### src/verilog/cpu_core_pkg.sv
package cpu_core_pkg;

  // Address space and reset entry
  localparam int         ADDR_W      = 14;
  localparam logic [13:0] RESET_PC   = 14'h3FFD;  // Fetch starts here after reset
  localparam logic [13:0] XWIN_ADDR  = 14'h000E;  // Indexed data window
  localparam logic [13:0] XREG_ADDR  = 14'h000F;  // Index byte in memory
  localparam logic [5:0]  DIR_HIGH   = 6'h00;     // Direct page high part
  localparam logic [9:0]  TINY_HIGH  = 10'h000;   // Ten leading zeros for tiny mode
  localparam logic [3:0]  TINY_GROUP = 4'h6;      // Upper nibble of tiny add

  // Opcodes
  localparam logic [7:0] OP_ADC_IMM = 8'hA9;
  localparam logic [7:0] OP_ADC_DIR = 8'hB9;
  localparam logic [7:0] OP_ADD_IMM = 8'hAB;
  localparam logic [7:0] OP_ADD_DIR = 8'hBB;
  localparam logic [7:0] OP_AND_IMM = 8'hA4;
  localparam logic [7:0] OP_AND_DIR = 8'hB4;
  localparam logic [7:0] OP_ACC_SHIFT_LEFT_OP    = 8'h48;
  localparam logic [7:0] OP_BRA     = 8'h30;
  localparam logic [7:0] OP_BCC     = 8'h34;
  localparam logic [7:0] OP_BCS     = 8'h35;
  localparam logic [7:0] OP_BNE     = 8'h36;
  localparam logic [7:0] OP_BEQ     = 8'h37;
  localparam logic [7:0] OP_BGND    = 8'hBF;
  localparam logic [7:0] OP_WAIT    = 8'hAC;
  localparam logic [7:0] OP_STOP    = 8'hAE;
  localparam logic [7:0] OP_JMP     = 8'hBC;
  localparam logic [7:0] OP_JSR     = 8'hBD;

  // Register map (byte addresses)
  localparam logic [3:0] REG_CTRL   = 4'h0;
  localparam logic [3:0] REG_STATUS = 4'h4;
  localparam logic [3:0] REG_PC     = 4'h8;
  localparam logic [3:0] REG_ACC    = 4'hC;

  // Field positions
  localparam int CTRL_GO_BIT   = 0;
  localparam int CTRL_HALT_BIT = 1;
  localparam int ST_Z_BIT      = 2;
  localparam int ST_C_BIT      = 3;
  localparam int ST_WAKE_BIT   = 4;
  localparam int PC_SHADOW_LSB = 16;

  // Bus responses
  localparam logic [1:0] RESP_OKAY   = 2'h0;
  localparam logic [1:0] RESP_SLVERR = 2'h2;

  // Run modes as seen in the status register
  localparam logic [1:0] MODE_RUN  = 2'h0;
  localparam logic [1:0] MODE_WAIT = 2'h1;
  localparam logic [1:0] MODE_STOP = 2'h2;
  localparam logic [1:0] MODE_BGND = 2'h3;

  // Core sequencer states
  typedef enum logic [3:0] {
    ST_FETCH, ST_EXEC, ST_IMM, ST_DIRA, ST_TPAD, ST_XRD, ST_DATA,
    ST_REL, ST_EXTH, ST_EXTL, ST_LOWPWR, ST_BGND
  } cpu_state_t;

  // Arithmetic kinds
  typedef enum logic [1:0] {ALU_ADC, ALU_ADD, ALU_AND} alu_kind_t;

endpackage

### src/verilog/tiny_cpu_decode_lowpower.sv
// Function
// - WAIT enters wait, STOP enters stop
// - Low power suspends core until wake or reset
// - Background mode idles awaiting debug commands
// - Shift left opcode 48, one cycle, both flags
// - PC is 6-bit high, 8-bit low
// - Shadow PC split the same way
// - Index byte lives at memory 000F
// - Access to 000E goes through index byte
// - Direct operand gives low byte, high zero
// - Extended address from two bytes, 14 bits
// - Tiny operand: low four opcode bits
// - Branch offset signed byte from next address
// - Flags are only zero and carry
// - ADC: A9 two cycles, B9 three, four when the operand is 0E
// - ADD: AB, BB, 6x tiny forms
// - AND: A4, B4, zero flag only
// - Interrupts only wake, never divert flow
// - Tiny address gets ten leading zeros
`timescale 1ns/1ps
module tiny_cpu_decode_lowpower
  import cpu_core_pkg::*;
(
  input  wire logic        MCLK,
  input  wire logic        RST_N,
  // Memory side, asynchronous read
  output logic [13:0]      MEM_ADDR,
  output logic             MEM_RD,
  input  wire logic [7:0]  MEM_RDATA,
  // Pins
  input  wire logic        WAKE_IRQ,
  input  wire logic        BKGD_REQ,
  output logic             CPU_CLK_EN,
  output logic             WAIT_MODE,
  output logic             STOP_MODE,
  output logic             BGND_ACTIVE,
  // AXI4-Lite slave
  input  wire logic [31:0] S_AXI_AWADDR,
  input  wire logic        S_AXI_AWVALID,
  output logic             S_AXI_AWREADY,
  input  wire logic [31:0] S_AXI_WDATA,
  input  wire logic [3:0]  S_AXI_WSTRB,
  input  wire logic        S_AXI_WVALID,
  output logic             S_AXI_WREADY,
  output logic [1:0]       S_AXI_BRESP,
  output logic             S_AXI_BVALID,
  input  wire logic        S_AXI_BREADY,
  input  wire logic [31:0] S_AXI_ARADDR,
  input  wire logic        S_AXI_ARVALID,
  output logic             S_AXI_ARREADY,
  output logic [31:0]      S_AXI_RDATA,
  output logic [1:0]       S_AXI_RRESP,
  output logic             S_AXI_RVALID,
  input  wire logic        S_AXI_RREADY
);

  // Pin synchronisers: three stages per pin, filtered level after
  logic [1:0]  sync1;           // First stage, read only by sync2
  logic [1:0]  sync2;           // Second stage
  logic [1:0]  sync3;           // Third stage
  logic [1:0]  pin_lvl;         // Accepted level
  wire  [1:0]  pin_raw = {BKGD_REQ, WAKE_IRQ};

  // Core registers
  cpu_state_t  state;           // Sequencer state
  logic [5:0]  pc_high_part;    // Upper PC bits
  logic [7:0]  pc_low_part;     // Lower PC bits
  logic [5:0]  shadow_pc_high;  // Upper shadow bits
  logic [7:0]  shadow_pc_low;   // Lower shadow bits
  logic [7:0]  acc;             // Accumulator
  logic        zf;              // Zero indicator
  logic        cf;              // Carry/borrow indicator
  logic [7:0]  opcode;          // Instruction being executed
  logic [7:0]  ext_high;        // First extended byte
  logic        stop_kind;       // Low power kind: 1 stop, 0 wait
  logic [13:0] mem_addr;        // Registered memory address
  logic        mem_rd;          // Registered read strobe

  // Next values
  cpu_state_t  next_state;
  logic [13:0] next_pc;
  logic [13:0] next_spc;
  logic [7:0]  next_acc;
  logic        next_zf;
  logic        next_cf;
  logic [7:0]  next_opcode;
  logic [7:0]  next_ext_high;
  logic        next_stop_kind;
  logic [13:0] next_addr;
  logic        next_rd;
  logic        do_finish;       // Instruction boundary reached

  // Bus side registers
  logic        aw_held;         // Write address captured
  logic [3:0]  aw_addr;
  logic        w_held;          // Write data captured
  logic [31:0] w_data;
  logic [3:0]  w_strb;
  logic        halt_req;        // Sticky background request from software
  logic [31:0] rdata;

  // Program counter is two parts glued together
  wire [13:0] pc_full  = {pc_high_part, pc_low_part};
  wire [13:0] spc_full = {shadow_pc_high, shadow_pc_low};

  // Opcode classes
  wire is_imm  = (MEM_RDATA == OP_ADC_IMM) || (MEM_RDATA == OP_ADD_IMM) || (MEM_RDATA == OP_AND_IMM);
  wire is_dir  = (MEM_RDATA == OP_ADC_DIR) || (MEM_RDATA == OP_ADD_DIR) || (MEM_RDATA == OP_AND_DIR);
  wire is_tny  = (MEM_RDATA[7:4] == TINY_GROUP);
  wire is_rel  = (MEM_RDATA == OP_BRA) || (MEM_RDATA == OP_BCC) || (MEM_RDATA == OP_BCS)
              || (MEM_RDATA == OP_BNE) || (MEM_RDATA == OP_BEQ);
  wire is_ext  = (MEM_RDATA == OP_JMP) || (MEM_RDATA == OP_JSR);

  // Arithmetic selection from the held opcode
  wire alu_kind_t alu_kind = ((opcode == OP_ADC_IMM) || (opcode == OP_ADC_DIR)) ? ALU_ADC :
                             ((opcode == OP_AND_IMM) || (opcode == OP_AND_DIR)) ? ALU_AND : ALU_ADD;
  wire        carry_in = (alu_kind == ALU_ADC) ? cf : 1'b0;
  wire [8:0]  sum9     = {1'b0, acc} + {1'b0, MEM_RDATA} + {8'h00, carry_in};
  wire [7:0]  and8     = acc & MEM_RDATA;
  wire [7:0]  alu_res  = (alu_kind == ALU_AND) ? and8 : sum9[7:0];

  // Address formation
  wire [13:0] tiny_addr = {TINY_HIGH, opcode[3:0]};
  wire [13:0] dir_addr  = {DIR_HIGH, MEM_RDATA};
  wire [13:0] rel_off   = {{6{MEM_RDATA[7]}}, MEM_RDATA};

  // Branch conditions on the held opcode
  wire br_taken = (opcode == OP_BRA)
               || ((opcode == OP_BCC) && !cf) || ((opcode == OP_BCS) && cf)
               || ((opcode == OP_BNE) && !zf) || ((opcode == OP_BEQ) && zf);

  // Background is entered at a boundary by pin, software or opcode
  wire bgnd_pend = pin_lvl[1] || halt_req;

  // Register bus decode
  wire wr_fire   = aw_held && w_held && !S_AXI_BVALID;
  wire wr_ctrl   = wr_fire && (aw_addr == REG_CTRL);
  wire wr_pc     = wr_fire && (aw_addr == REG_PC) && (state == ST_BGND);
  wire wr_acc    = wr_fire && (aw_addr == REG_ACC) && (state == ST_BGND);
  wire wr_known  = (aw_addr == REG_CTRL) || (aw_addr == REG_STATUS)
                || (aw_addr == REG_PC) || (aw_addr == REG_ACC);
  wire go_cmd    = wr_ctrl && w_strb[0] && w_data[CTRL_GO_BIT];
  wire halt_cmd  = wr_ctrl && w_strb[0] && w_data[CTRL_HALT_BIT];
  wire rd_fire   = S_AXI_ARVALID && !S_AXI_RVALID;
  wire [3:0] ar_a = S_AXI_ARADDR[3:0];
  wire rd_known  = (S_AXI_ARADDR[31:4] == 28'h0000000) && (ar_a[1:0] == 2'h0);
  wire [1:0] mode = (state == ST_BGND) ? MODE_BGND :
                    (state != ST_LOWPWR) ? MODE_RUN : (stop_kind ? MODE_STOP : MODE_WAIT);

  assign S_AXI_AWREADY = !aw_held;
  assign S_AXI_WREADY  = !w_held;
  assign S_AXI_ARREADY = !S_AXI_RVALID;

  // Read mux; unmapped words read as zero with an error answer
  always_comb
  begin
    rdata = 32'h00000000;
    case (ar_a)
      REG_STATUS: rdata = {27'h0000000, pin_lvl[0], cf, zf, mode};
      REG_PC:     rdata = {2'h0, spc_full, 2'h0, pc_full};
      REG_ACC:    rdata = {24'h000000, acc};
      default:    rdata = 32'h00000000;
    endcase
  end

  // Three flops per pin; accept a level once stages two and three agree
  always_ff @(posedge MCLK or negedge RST_N)
  begin
    if (!RST_N)
    begin
      sync1   <= 2'h0;
      sync2   <= 2'h0;
      sync3   <= 2'h0;
      pin_lvl <= 2'h0;
    end
    else
    begin
      sync1 <= pin_raw;
      sync2 <= sync1;
      sync3 <= sync2;
      for (int i = 0; i < 2; i++)
        if (sync2[i] == sync3[i])
          pin_lvl[i] <= sync3[i];
    end
  end

  // Sequencer: paths end in a boundary that issues the next fetch, or enters background if a request is pending; the go that leaves background always fetches
  always_comb
  begin
    next_state     = state;
    next_pc        = pc_full;
    next_spc       = spc_full;
    next_acc       = acc;
    next_zf        = zf;
    next_cf        = cf;
    next_opcode    = opcode;
    next_ext_high  = ext_high;
    next_stop_kind = stop_kind;
    next_addr      = mem_addr;
    next_rd        = 1'b0;
    do_finish      = 1'b0;
    case (state)
      ST_FETCH:
        do_finish = 1'b1;
      ST_EXEC:
      begin
        next_opcode = MEM_RDATA;
        if (MEM_RDATA == OP_ACC_SHIFT_LEFT_OP)
        begin
          // Same as logical shift left; carry takes bit 7
          next_cf   = acc[7];
          next_acc  = {acc[6:0], 1'b0};
          next_zf   = (acc[6:0] == 7'h00);
          do_finish = 1'b1;
        end
        else if (is_imm || is_dir || is_rel || is_ext)
        begin
          // Operand byte follows the opcode
          next_addr  = pc_full;
          next_rd    = 1'b1;
          next_pc    = pc_full + 14'h0001;
          next_state = is_imm ? ST_IMM : is_dir ? ST_DIRA : is_rel ? ST_REL : ST_EXTH;
        end
        else if (is_tny)
        begin
          // Window form reads the index byte at once, so it costs no more than 3 cycles
          next_rd    = ({TINY_HIGH, MEM_RDATA[3:0]} == XWIN_ADDR);
          next_addr  = XREG_ADDR;
          next_state = next_rd ? ST_XRD : ST_TPAD;
        end
        else if ((MEM_RDATA == OP_WAIT) || (MEM_RDATA == OP_STOP))
        begin
          // PC already points past this opcode, so wake resumes there
          next_stop_kind = (MEM_RDATA == OP_STOP);
          next_state     = ST_LOWPWR;
        end
        else if (MEM_RDATA == OP_BGND)
          next_state = ST_BGND;
        else
          do_finish = 1'b1;  // Unlisted opcodes run as one-cycle no-ops
      end
      ST_TPAD:
      begin
        // Spare cycle keeps tiny adds at their three-cycle cost
        next_rd    = 1'b1;
        next_addr  = tiny_addr;
        next_state = ST_DATA;
      end
      ST_DIRA:
      begin
        next_rd    = 1'b1;
        next_addr  = (dir_addr == XWIN_ADDR) ? XREG_ADDR : dir_addr;
        next_state = (dir_addr == XWIN_ADDR) ? ST_XRD : ST_DATA;
      end
      ST_XRD:
      begin
        // Index byte in hand: its value picks the direct-page location
        next_rd    = 1'b1;
        next_addr  = dir_addr;
        next_state = ST_DATA;
      end
      ST_IMM, ST_DATA:
      begin
        next_acc = alu_res;
        next_zf  = (alu_res == 8'h00);
        if (alu_kind != ALU_AND)
          next_cf = sum9[8];
        do_finish = 1'b1;
      end
      ST_REL:
      begin
        if (br_taken)
          next_pc = pc_full + rel_off;
        do_finish = 1'b1;
      end
      ST_EXTH:
      begin
        next_ext_high = MEM_RDATA;
        next_addr     = pc_full;
        next_rd       = 1'b1;
        next_pc       = pc_full + 14'h0001;
        next_state    = ST_EXTL;
      end
      ST_EXTL:
      begin
        if (opcode == OP_JSR)
          next_spc = pc_full;
        next_pc   = {ext_high[5:0], MEM_RDATA};
        do_finish = 1'b1;
      end
      ST_LOWPWR:
        // Only the wake level leaves; the interrupt does not vector anywhere
        do_finish = pin_lvl[0];
      ST_BGND:
        do_finish = go_cmd;
      default:
        next_state = ST_FETCH;
    endcase
    if (do_finish)
    begin
      if (bgnd_pend && (state != ST_BGND))
        next_state = ST_BGND;
      else
      begin
        next_addr  = next_pc;
        next_rd    = 1'b1;
        next_pc    = next_pc + 14'h0001;
        next_state = ST_EXEC;
      end
    end
    if (wr_pc)
      next_pc = w_data[13:0];
    if (wr_acc)
      next_acc = w_data[7:0];
  end

  // Core state update
  always_ff @(posedge MCLK or negedge RST_N)
  begin
    if (!RST_N)
    begin
      state          <= ST_FETCH;
      pc_high_part   <= RESET_PC[13:8];
      pc_low_part    <= RESET_PC[7:0];
      shadow_pc_high <= 6'h00;
      shadow_pc_low  <= 8'h00;
      acc            <= 8'h00;
      zf             <= 1'b0;
      cf             <= 1'b0;
      opcode         <= 8'h00;
      ext_high       <= 8'h00;
      stop_kind      <= 1'b0;
      mem_addr       <= 14'h0000;
      mem_rd         <= 1'b0;
    end
    else
    begin
      state          <= next_state;
      pc_high_part   <= next_pc[13:8];
      pc_low_part    <= next_pc[7:0];
      shadow_pc_high <= next_spc[13:8];
      shadow_pc_low  <= next_spc[7:0];
      acc            <= next_acc;
      zf             <= next_zf;
      cf             <= next_cf;
      opcode         <= next_opcode;
      ext_high       <= next_ext_high;
      stop_kind      <= next_stop_kind;
      mem_addr       <= next_addr;
      mem_rd         <= next_rd;
    end
  end

  // Mode pins come from flops so they never glitch
  always_ff @(posedge MCLK or negedge RST_N)
  begin
    if (!RST_N)
    begin
      CPU_CLK_EN  <= 1'b1;
      WAIT_MODE   <= 1'b0;
      STOP_MODE   <= 1'b0;
      BGND_ACTIVE <= 1'b0;
    end
    else
    begin
      // Clock gating itself lives in the clock tree; this is its request
      CPU_CLK_EN  <= (next_state != ST_LOWPWR);
      WAIT_MODE   <= (next_state == ST_LOWPWR) && !next_stop_kind;
      STOP_MODE   <= (next_state == ST_LOWPWR) && next_stop_kind;
      BGND_ACTIVE <= (next_state == ST_BGND);
    end
  end

  // Bus slave: address and data captured independently, then one answer
  always_ff @(posedge MCLK or negedge RST_N)
  begin
    if (!RST_N)
    begin
      aw_held      <= 1'b0;
      aw_addr      <= 4'h0;
      w_held       <= 1'b0;
      w_data       <= 32'h00000000;
      w_strb       <= 4'h0;
      S_AXI_BVALID <= 1'b0;
      S_AXI_BRESP  <= RESP_OKAY;
      S_AXI_RVALID <= 1'b0;
      S_AXI_RDATA  <= 32'h00000000;
      S_AXI_RRESP  <= RESP_OKAY;
      halt_req     <= 1'b0;
    end
    else
    begin
      if (S_AXI_AWVALID && !aw_held)
      begin
        aw_held <= 1'b1;
        // Upper address bits must be zero and aligned, else flag as unmapped
        aw_addr <= ((S_AXI_AWADDR[31:4] == 28'h0000000) && (S_AXI_AWADDR[1:0] == 2'h0))
                   ? S_AXI_AWADDR[3:0] : 4'h1;
      end
      if (S_AXI_WVALID && !w_held)
      begin
        w_held <= 1'b1;
        w_data <= S_AXI_WDATA;
        w_strb <= S_AXI_WSTRB;
      end
      if (wr_fire)
      begin
        aw_held      <= 1'b0;
        w_held       <= 1'b0;
        S_AXI_BVALID <= 1'b1;
        S_AXI_BRESP  <= wr_known ? RESP_OKAY : RESP_SLVERR;
      end
      else if (S_AXI_BVALID && S_AXI_BREADY)
        S_AXI_BVALID <= 1'b0;
      if (rd_fire)
      begin
        S_AXI_RVALID <= 1'b1;
        S_AXI_RDATA  <= rd_known ? rdata : 32'h00000000;
        S_AXI_RRESP  <= rd_known ? RESP_OKAY : RESP_SLVERR;
      end
      else if (S_AXI_RVALID && S_AXI_RREADY)
        S_AXI_RVALID <= 1'b0;
      // Request set wins over the clear on entry
      if (halt_cmd)
        halt_req <= 1'b1;
      else if (next_state == ST_BGND)
        halt_req <= 1'b0;
    end
  end

  assign MEM_ADDR = mem_addr;
  assign MEM_RD   = mem_rd;

endmodule // tiny_cpu_decode_lowpower

### config.mk
export PLATFORM = sky130hd
export DESIGN_NAME = tiny_cpu_decode_lowpower
export DESIGN_NICKNAME = d
export VERILOG_FILES = /design/src/verilog/cpu_core_pkg.sv /design/src/verilog/tiny_cpu_decode_lowpower.sv
export SDC_FILE = /design/constraint.sdc
export NUM_CORES = 1
export LEC_CHECK = 0
export ABC_AREA = 1
export BUFFER_PORTS_ARGS = -buffer_cell sky130_fd_sc_hd__buf_4
export CORE_AREA = 5 5 148 150
export DETAILED_ROUTE_END_ITERATION = 10
export DIE_AREA = 0 0 153 155
export HOLD_SLACK_MARGIN = 0.06
export PLACE_DENSITY_LB_ADDON = 0.12
export SLEW_MARGIN = 20
export SYNTH_ARGS = -nofsm -noshare
export SYNTH_HDL_FRONTEND = slang
export SYNTH_SLANG_ARGS = --single-unit
### constraint.sdc
create_clock -name MCLK -period 5.3 [get_ports MCLK]
set_clock_uncertainty 0.15 [all_clocks]
set_input_delay 0.265 -clock MCLK [delete_from_list [all_inputs] [get_ports MCLK]]
set_output_delay 0.265 -clock MCLK [all_outputs]
set_load 0.03 [all_outputs]
==> impl_metrics.yaml, run 1 <==
yosys:
  ys_seq_elements: 138
  synth_most_common_cell: "nand2_1"
  synth_edf_count: 0
  syn_avg_cell_area_um2: 7.47
  ys_types: 58
  netlist.area_leader.share: 0.344
  synth_area_leaders: "dfrtp_1 34%, nand2_1 12%, inv_1 6.7%"
  syn-cell-area_mm2: 0.00901
  seq_area_frac_synth: 0.385
  synthCells: 1207
  synth_common_cells: "293 x nand2_1, 160 x inv_1, 124 x dfrtp_1"
  synthArstFlopShare: 1.00
  ys.flop_type: "dfrtp_1"
  yosys_warnings: 0
  synth_top_area_cell: "dfrtp_1"
routing:
  drt_iter0_markers: 657
  drtPass1Iterations: 5
  postRouteAntennaNets: 0
  wl_per_cell_um: 17.2
  drcViolationCount: 0
  routed-via-count: 9080
  viasPerCell: 5.44
  wl_mm: 28.8
worst_setup_path:
  rr_worst_depth: 19
  cp-start-kind: "register"
  crit_fanout: 15
  timing.rr.start: "state[2]$_DFF_PN0_"
  required_ps: 5510
  critical_path_class: "register to register"
  r2r_end: "pc_high_part[2]$_DFF_PN1_"
  rrSetupSlack_ps: 2070
  arrival_ps: 3440
  end_kind: "register"
timing:
  fin_tns_setup_ps: 0
  finalHoldViolations: 0
  rsz0062_at_grt: "no"
  worst_pin_slew_ps: 998
  slew-limit-headroom: 0.333
  slew_violations: 0
  hold_slack_ps: 69.0
  setup_violations: 0
  setup_ws_ps: 2070
  period_share: 0.610
  clock.fmax_mhz: 309
  fin_crit_ps: 3230
status:
  status: "finished, final reports clean"
power_and_ir_drop:
  p_sw_w: 0.00295
  powerDensity_mw_per_mm2: 540
  vdd_ir_drop_max_mv: 0.355
  leakagePower_nw: 5.47
  p_sw_frac: 0.486
  clkPwrFrac: 0.194
  intPower_w: 0.00311
  power_frac_seq: 0.289
  p_comb_frac: 0.518
global_route:
  grt_pass1_vias: 8727
  antenna_found_initial: 0
  grt_usage: 0.240
  grt_overflow: 0
  grt_max_degree: 94
  grt_pass1_wl_mm: 45.7
worst_hold_path:
  hp-class: "input port to register"
  min_to: "S_AXI_RDATA[8]$_DFFE_PN0P_"
  worstHoldStart: "S_AXI_ARADDR[17]"
  min_path_cells: 5
finish:
  final_nets: 1524
  finalInstanceArea_mm2: 0.0112
  finalNonFillerCells: 1669
  syn_to_final_growth_pct: 24.4
  drive_gt1_frac: 0.202
  antenna_cells: 0
clock_tree:
  clock_sinks: 138
  cts.clk_slew.worst_paths_ps: 70
  cts_setup_buffers: 0
  cts_tree: "done"
  clockRootBuffer: "clkbuf_16"
  htreeDepth: 4
  clock_latency_ps: 430
  cts_resized: 0
  cts_buffers: 17
  cts_hold_buf: 27
  clock_path_buffers: 2
floorplanning:
  core_mm2: 0.0206
  io_pins: 177
  initial_core_util: 0.439
  rows: 53
  fp.dieH_um: 155
  die_area_mm2: 0.0237
  die_w_um: 153
placement:
  dp_hpwl_mm: 21.9
  place_area_mm2: 0.0104
  dp_slack_ps: 2100
  io_buffers: 149
  gp_congestion: 0.951
  placed_cells: 1610
job:
  max-cap-violations: 0
[registers in the layout (all words and copies together) (netlist names), 2 cells and up]
register / cells
pc_high_part: 6
opcode: 8
aw_addr: 4
sync2: 2
ext_high: 6
pin_lvl: 2
MEM_ADDR: 14
w_data: 14
sync3: 2
shadow_pc_high: 6
acc: 8
sync1: 2
shadow_pc_low: 8
S_AXI_RDATA: 28
pc_low_part: 8
state: 4
[power by group through the flow]
stage | Sequential, W | Combinational (W) | Clock, W
floorplan | 0.00174 | 0.00214 | 0
global placement | 0.00175 | 0.00305 | 0
detailed placement | 0.00175 | 0.00307 | 0
CTS | 0.00174 | 0.00310 | 0.00119
global route | 0.00178 | 0.00348 | 0.00124
finish | 0.00175 | 0.00314 | 0.00117
[cells in the final DEF, fill, tap and decap left out, types with 5 or more instances in the layout]
master | synthesis | final
a21oi_1 | 33 | 33
a22oi_1 | 8 | 8
a31oi_1 | 9 | 9
a32o_1 | 14 | 14
buf_4 | 8 | 151
clkbuf_16 | 0 | 17
conb_1 | 1 | 6
dfrtp_1 | 124 | 124
dfstp_2 | 14 | 14
dlygate4sd3_1 | 0 | 27
ha_1 | 23 | 23
inv_1 | 160 | 160
inv_2 | 13 | 13
inv_6 | 0 | 5
mux2_2 | 10 | 10
nand2_1 | 293 | 293
nand2_2 | 18 | 18
nand3_1 | 86 | 86
nand3_2 | 7 | 7
nand4_1 | 30 | 30
nand4_2 | 6 | 6
nor2_1 | 83 | 83
nor2_2 | 9 | 9
nor2_4 | 9 | 9
nor3_1 | 14 | 14
nor4_1 | 15 | 15
o21ai_0 | 104 | 104
o21ai_1 | 8 | 8
o21bai_1 | 5 | 5
o221ai_1 | 7 | 7
o22ai_1 | 16 | 16
xor2_1 | 9 | 9
[worst max path at each step]
stage | to | start | slack (ps) | depth (start not counted)
detailed placement | pc_high_part[2]$_DFF_PN1_ | state[1]$_DFF_PN0_ | 2100 | 19
floorplan | zf$_DFFE_PN0P_ | opcode[6]$_DFFE_PN0P_ | 2720 | 13
global route | pc_high_part[0]$_DFF_PN1_ | state[3]$_DFF_PN0_ | 1870 | 13
CTS | pc_high_part[2]$_DFF_PN1_ | state[2]$_DFF_PN0_ | 2100 | 19
finish | pc_high_part[2]$_DFF_PN1_ | state[2]$_DFF_PN0_ | 2070 | 19
global placement | pc_high_part[2]$_DFF_PN1_ | state[1]$_DFF_PN0_ | 2120 | 19
[per-layer routing]
layer / global-route usage / wire, um / vias to the layer above
li1: - / - / 4397
met1: 0.322 / 12500 / 4217
met2: 0.391 / 13200 / 424
met3: 0.0470 / 2440 / 42
met4: 0.0832 / 687 / 0
met5: 0 / 0 / -
[worst max-delay path, cell delays in order, from the launching register on]
cell and delay (ps):
dfrtp_1 380, inv_2 90, nand2_2 150, nor2_2 670, inv_2 100, nand4_2 230, nand3_1 100, nor3_1 220
nand2_1 90, nand2_2 130, inv_2 70, ha_1 200, nand2_2 120, nor2_4 50, nand2_2 90, nor2_4 50
nand3_1 60, nand2_1 50, nand3_1 70, nand2_1 60
[cell type report]
| cell class | count | area, um2 |
|---|---|---|
| inverter | 177 | 671 |
| clock buffer | 19 | 443 |
| fill | 2059 | 9340 |
| tap | 275 | 344 |
| clock inverter | 13 | 134 |
| sequential | 138 | 3470 |
| timing repair buffer | 179 | 1420 |
| multi-input combinational | 868 | 4740 |
[cells by family (layout without fill, tap and decap cells)]
kind of cell | Yosys count | after routing | share of synthesized area
AOI/OAI and AO/OA | 224 | 224 | 0.150
xor gates and xnor gates | 13 | 13 | 0.0126
adders and majority gates | 28 | 28 | 0.0408
buffers and inverters | 206 | 388 | 0.0915
DFF | 138 | 138 | 0.385
muxes | 10 | 10 | 0.0125
other | 1 | 6 | 0.000416
and+or+nand+nor | 587 | 587 | 0.307
[through the flow]
step | power, W | utilization
after global routing | 0.00650 | 0.546
after CTS | 0.00603 | 0.546
final | 0.00606 | 0.546
after detailed placement | 0.00482 | 0.504
after global placement | 0.00480 | 0.504
after floorplan | 0.00388 | -
No activity file was read; power rests on OpenSTA's default activity.
==> run 2: changes to the inputs <==
- clock period: 5.3 -> 2.7 ns (I/O delays scaled with it)
==> impl_metrics.yaml, run 2 (same netlist as run 1, synthesis figures left out) <==
timing:
  fin_crit_ps: 2680
  rsz0062_at_grt: "yes"
  period_share: 0.993
  finalHoldViolations: 0
  setup_ws_ps: 19.1
  worst_pin_slew_ps: 801
  clock.fmax_mhz: 373
  hold_slack_ps: 97.4
  slew_violations: 0
  setup_violations: 0
  slew-limit-headroom: 0.465
power_and_ir_drop:
  p_sw_frac: 0.475
  vdd_ir_drop_max_mv: 0.647
  p_comb_frac: 0.582
  clkPwrFrac: 0.170
  intPower_w: 0.00716
  powerDensity_mw_per_mm2: 1080
  p_sw_w: 0.00648
  power_frac_seq: 0.248
  leakagePower_nw: 6.17
finish:
  syn_to_final_growth_pct: 40.6
  fill_cells: 1867
  largest_reg_flops: 28
  regMostFlops: "S_AXI_RDATA"
  finalNonFillerCells: 1793
  antenna_cells: 0
  final_cell_mix: "282 x nand2_1, 254 x buf_4, 153 x inv_1"
  layout_commonest_cell: "nand2_1"
  drive_gt1_frac: 0.304
  final_nets: 1648
floorplanning:
  die_w_um: 153
  rows: 53
  die_area_mm2: 0.0237
  io_pins: 177
  initial_core_util: 0.439
  fp.dieH_um: 155
  core_mm2: 0.0206
global_route:
  grt_pass1_wl_mm: 48.1
  grt_max_degree: 93
  antenna_found_initial: 0
  grt_usage: 0.254
  grt_overflow: 0
  grt_pass1_vias: 9243
clock_tree:
  cts_buffers: 17
  cts_tree: "done"
  clock_path_buffers: 2
  cts.clk_slew.worst_paths_ps: 70
  clock_sinks: 138
  htreeDepth: 4
  clockRootBuffer: "clkbuf_16"
  clock_latency_ps: 430
status:
  status: "finished, final reports clean"
worst_hold_path:
  hp-class: "input port to register"
worst_setup_path:
  crit_fanout: 5
  crit_buf_inv: 1
  required_ps: 2930
  arrival_ps: 2910
  critical_path_class: "register to register"
  path_cells: "ha_4, inv_2, fa_2, xnor2_2, nand4_1, nand2_1, nor2_2, nand2_2, nand2_4, nor2_4, nand2_4, nor2_4, nand3_2, nand2_1, nand3_1, nand2_1"
  crit_path_frequent_cell: "nand2_1"
  cp_slowest_cell: "dfstp_2"
  end_kind: "register"
  slowest_delay_ps: 570
  crit_family: "simple AND/OR/NAND/NOR gates"
  cp-start-kind: "register"
routing:
  wl_per_cell_um: 17.3
  postRouteAntennaNets: 0
  drtPass1Iterations: 5
  viasPerCell: 5.37
  wl_mm: 31.1
  routed-via-count: 9626
  drt_iter0_markers: 856
  drcViolationCount: 0
placement:
  dp_slack_ps: -183
  io_buffers: 149
  dp_hpwl_mm: 23.3
  gp_congestion: 0.957
  placed_cells: 1697
job:
  max-cap-violations: 0
## run 2: cell count changes in the layout (fill, tap and decap cells not counted), moves of 6 or more
cell and change:
buf_4 +103, nand3_1 -20, dlygate4sd3_1 +16, nand3_2 +15
nand2_1 -11, nor2_1 -10, ha_1 -7, ha_4 +7
inv_1 -7, nand2_2 +6, nor2_2 +6
## run 2: final timing paths
path | startpoint | endpoint | slack (ps) | cells after the start
worst max-delay path | pc_low_part[0]$_DFF_PN1_ | pc_high_part[4]$_DFF_PN1_ | 20 | 16
worst min-delay path | MEM_RDATA[2] | opcode[2]$_DFFE_PN0P_ | 100 | 4
worst max register to register | pc_low_part[0]$_DFF_PN1_ | pc_high_part[4]$_DFF_PN1_ | 20 | 16
worst min register to register | sync1[1]$_DFF_PN0_ | sync2[1]$_DFF_PN0_ | 200 | 0
max in group asynchronous | RST_N | S_AXI_RDATA[27]$_DFFE_PN0P_ | 1800 | 3
min in group asynchronous | RST_N | acc[0]$_DFFE_PN0P_ | 160 | 3
## run 2: layout make-up
| cell class | instances | area (um2) | share of cell area |
|---|---|---|---|
| repair buffers | 303 | 2410 | 0.190 |
| well taps | 275 | 344 | 0.0271 |
| clock buffers | 17 | 425 | 0.0336 |
| flip-flops and latches | 138 | 3470 | 0.274 |
| multi-input cells | 868 | 5190 | 0.409 |
| inverters | 177 | 682 | 0.0538 |
| clock inverters | 15 | 151 | 0.0119 |
## run 2: worst register-to-register path, stage by stage, from the launching register on
cell	delay [ps]
dfstp_2	570
ha_4	140
inv_2	40
fa_2	400
xnor2_2	170
nand4_1	130
nand2_1	100
nor2_2	60
nand2_2	150
nand2_4	80
nor2_4	110
nand2_4	60
nor2_4	170
nand3_2	80
nand2_1	70
nand3_1	70
nand2_1	70
## run 2: power groups by stage
stage                     registers, W  clock network (W)  logic [W]
after global routing           0.00344            0.00245    0.00868
after detailed placement       0.00335                  0    0.00695
after floorplan                0.00341                  0    0.00421
after CTS                      0.00332            0.00235    0.00704
final                          0.00338            0.00232    0.00795
after global placement         0.00334                  0    0.00688
## run 2: repair_timing
item,4_1_cts,5_1_grt
hold buffers,43,0
endpoints found under the setup margin,7,21
gates resized for setup,3,106
endpoints found under the hold margin,177,0
pin swaps,2,40
buffers inserted,0,21
## run 2: metrics by stage
| step | setup TNS (ps) | instance area, um2 | util | total power, W |
|---|---|---|---|---|
| floorplan | 0 | 9030 | - | 0.00762 |
| global placement | -70.7 | 11000 | 0.537 | 0.0102 |
| detailed placement | -308 | 11000 | 0.537 | 0.0103 |
| CTS | -30.4 | 12000 | 0.586 | 0.0127 |
| global route | -783 | 12700 | 0.617 | 0.0146 |
| finish | 0 | 12700 | 0.617 | 0.0136 |
## run 2: routing by layer
metal,track usage,wire (um),part of all wire
met1,0.333,13200,0.43
met2,0.421,14600,0.47
met3,0.0537,2410,0.078
met4,0.0840,800,0.026
met5,0,0,0
==> run 3: changes to the inputs <==
- TNS_END_PERCENT: unset -> 50
- clock period: 2.7 -> 2.25 ns (I/O delays scaled with it)
==> impl_metrics.yaml, run 3 (same netlist as run 1, synthesis figures left out) <==
timing:
  fin_crit_ps: 2620
  setup_ws_ps: -370
  period_share: 1.16
  slew_violations: 0
  rsz0062_at_grt: "yes"
  worst_pin_slew_ps: 702
  clock.fmax_mhz: 382
  finalHoldViolations: 0
  slew-limit-headroom: 0.527
  setup_violations: 39
routing:
  routed-via-count: 10400
  drtPass1Iterations: 5
  drcViolationCount: 0
  drt_iter0_markers: 835
  wl_per_cell_um: 17.7
  postRouteAntennaNets: 0
  wl_mm: 34.2
  viasPerCell: 5.36
power_and_ir_drop:
  power_frac_seq: 0.206
  intPower_w: 0.0105
  total_power_w: 0.0194
  powerDensity_mw_per_mm2: 1370
  p_comb_frac: 0.639
  p_sw_w: 0.00885
  p_sw_frac: 0.457
  vdd_ir_drop_max_mv: 0.762
  leakagePower_nw: 6.96
  clkPwrFrac: 0.154
floorplanning:
  die_w_um: 153
  rows: 53
  initial_core_util: 0.439
  io_pins: 177
  core_mm2: 0.0206
  die_area_mm2: 0.0237
  fp.dieH_um: 155
worst_setup_path:
  critical_path_class: "register to register"
  arrival_ps: 2840
  crit_family: "simple AND/OR/NAND/NOR gates"
  slowest_delay_ps: 560
  crit_path_frequent_cell: "nand3_2"
  timing.rr.start: "pc_low_part[0]$_DFF_PN1_"
  cp-start-kind: "register"
  end_kind: "register"
  path_cells: "ha_4, inv_2, fa_2, inv_2, nand3_2, nand2_4, nand2_4, nand2_4, nand2_2, nand3_2, nand3_2, nand3_2, nor2_4, nor2_4, inv_2, nor2_4, nand3_2, nand3_2, nand2_1"
  crit_fanout: 3
  cp_slowest_cell: "dfstp_2"
  crit_buf_inv: 3
  cp-startpoint: "pc_low_part[0]$_DFF_PN1_"
  required_ps: 2470
placement:
  gp_congestion: 0.965
  dp_slack_ps: -394
  dp_hpwl_mm: 25.4
  io_buffers: 149
finish:
  syn_to_final_growth_pct: 56.5
  layout_commonest_cell: "buf_4"
  drive_gt1_frac: 0.406
  fin_util: 0.686
  largest_reg_flops: 28
  final_cell_mix: "388 x buf_4, 261 x nand2_1, 143 x inv_1"
  regMostFlops: "S_AXI_RDATA"
  antenna_cells: 0
  final_nets: 1789
  fill_cells: 1670
global_route:
  grt_usage: 0.276
  grt_pass1_wl_mm: 52.1
  grt_max_degree: 54
  grt_pass1_vias: 10000
  grt_overflow: 0
  antenna_found_initial: 0
clock_tree:
  clockRootBuffer: "clkbuf_16"
  cts.clk_slew.worst_paths_ps: 70
  clock_latency_ps: 440
  clock_sinks: 138
  cts_buffers: 17
  clock_path_buffers: 2
  htreeDepth: 4
  cts_tree: "done"
worst_hold_path:
  hp-class: "input port to async pin"
status:
  status: "finished, violations left"
  failed_checks: "negative setup slack"
job:
  max-cap-violations: 0
## run 3: worst register-to-register path: cells and delay by family (launching register included)
kind,cells,cell delay (ps)
fa+ha+maj,2,510
buf+inv,3,170
flops,1,560
simple gates,14,1170
## run 3: final timing paths
check | to | cells past startpoint | slack, ps
setup / recovery | pc_high_part[5]$_DFF_PN1_ | 19 | -370
hold / removal | cf$_DFFE_PN0P_ | 2 | 70
setup reg to reg | pc_high_part[5]$_DFF_PN1_ | 19 | -370
hold reg to reg | sync2[1]$_DFF_PN0_ | 0 | 210
max in group asynchronous | pc_low_part[5]$_DFF_PN1_ | 3 | 1100
min in group MCLK | ext_high[2]$_DFFE_PN0P_ | 4 | 110
## run 3: metrics by stage
stage               instances  hold slack (ps)  TNS [ps]  instance area [um2]
floorplan                1212             -333     -1250                 9080
global placement         1831            -32.4     -5490                12100
detailed placement       1831            -25.2     -6780                12100
CTS                      1915             87.1     -4510                13500
global route             1934              121    -11240                14100
finish                   1934             72.7     -6450                14100
## run 3: cell type report
class | count | area (um2) | area share
clock inverters | 14 | 178 | 0.0126
well taps | 275 | 344 | 0.0244
repair buffers | 444 | 3500 | 0.248
clock buffers | 18 | 439 | 0.0311
inverters | 177 | 688 | 0.0488
multi-input cells | 868 | 5480 | 0.389
flip-flops and latches | 138 | 3480 | 0.246
## run 3: timing repair
item | in CTS | in global routing
buffers inserted | 13 | 20
hold buffers | 40 | 0
gates resized for setup | 66 | 125
pin swaps | 32 | 57
setup endpoints to repair | 44 | 46
hold endpoints to repair | 165 | 0
## run 3: routing by layer
layer	up-vias	GRT usage	part of all wire
met1	4847	0.362	0.42
met5	-	0	0
met3	92	0.0626	0.084
met4	0	0.108	0.039
met2	493	0.446	0.45
li1	4927	-	-
## run 3: power groups by stage
stage | logic [W] | registers (W) | clock network, W
CTS | 0.0108 | 0.00396 | 0.00301
finish | 0.0124 | 0.00400 | 0.00299
global placement | 0.00987 | 0.00396 | 0
detailed placement | 0.00998 | 0.00397 | 0
floorplan | 0.00515 | 0.00410 | 0
global route | 0.0133 | 0.00406 | 0.00312
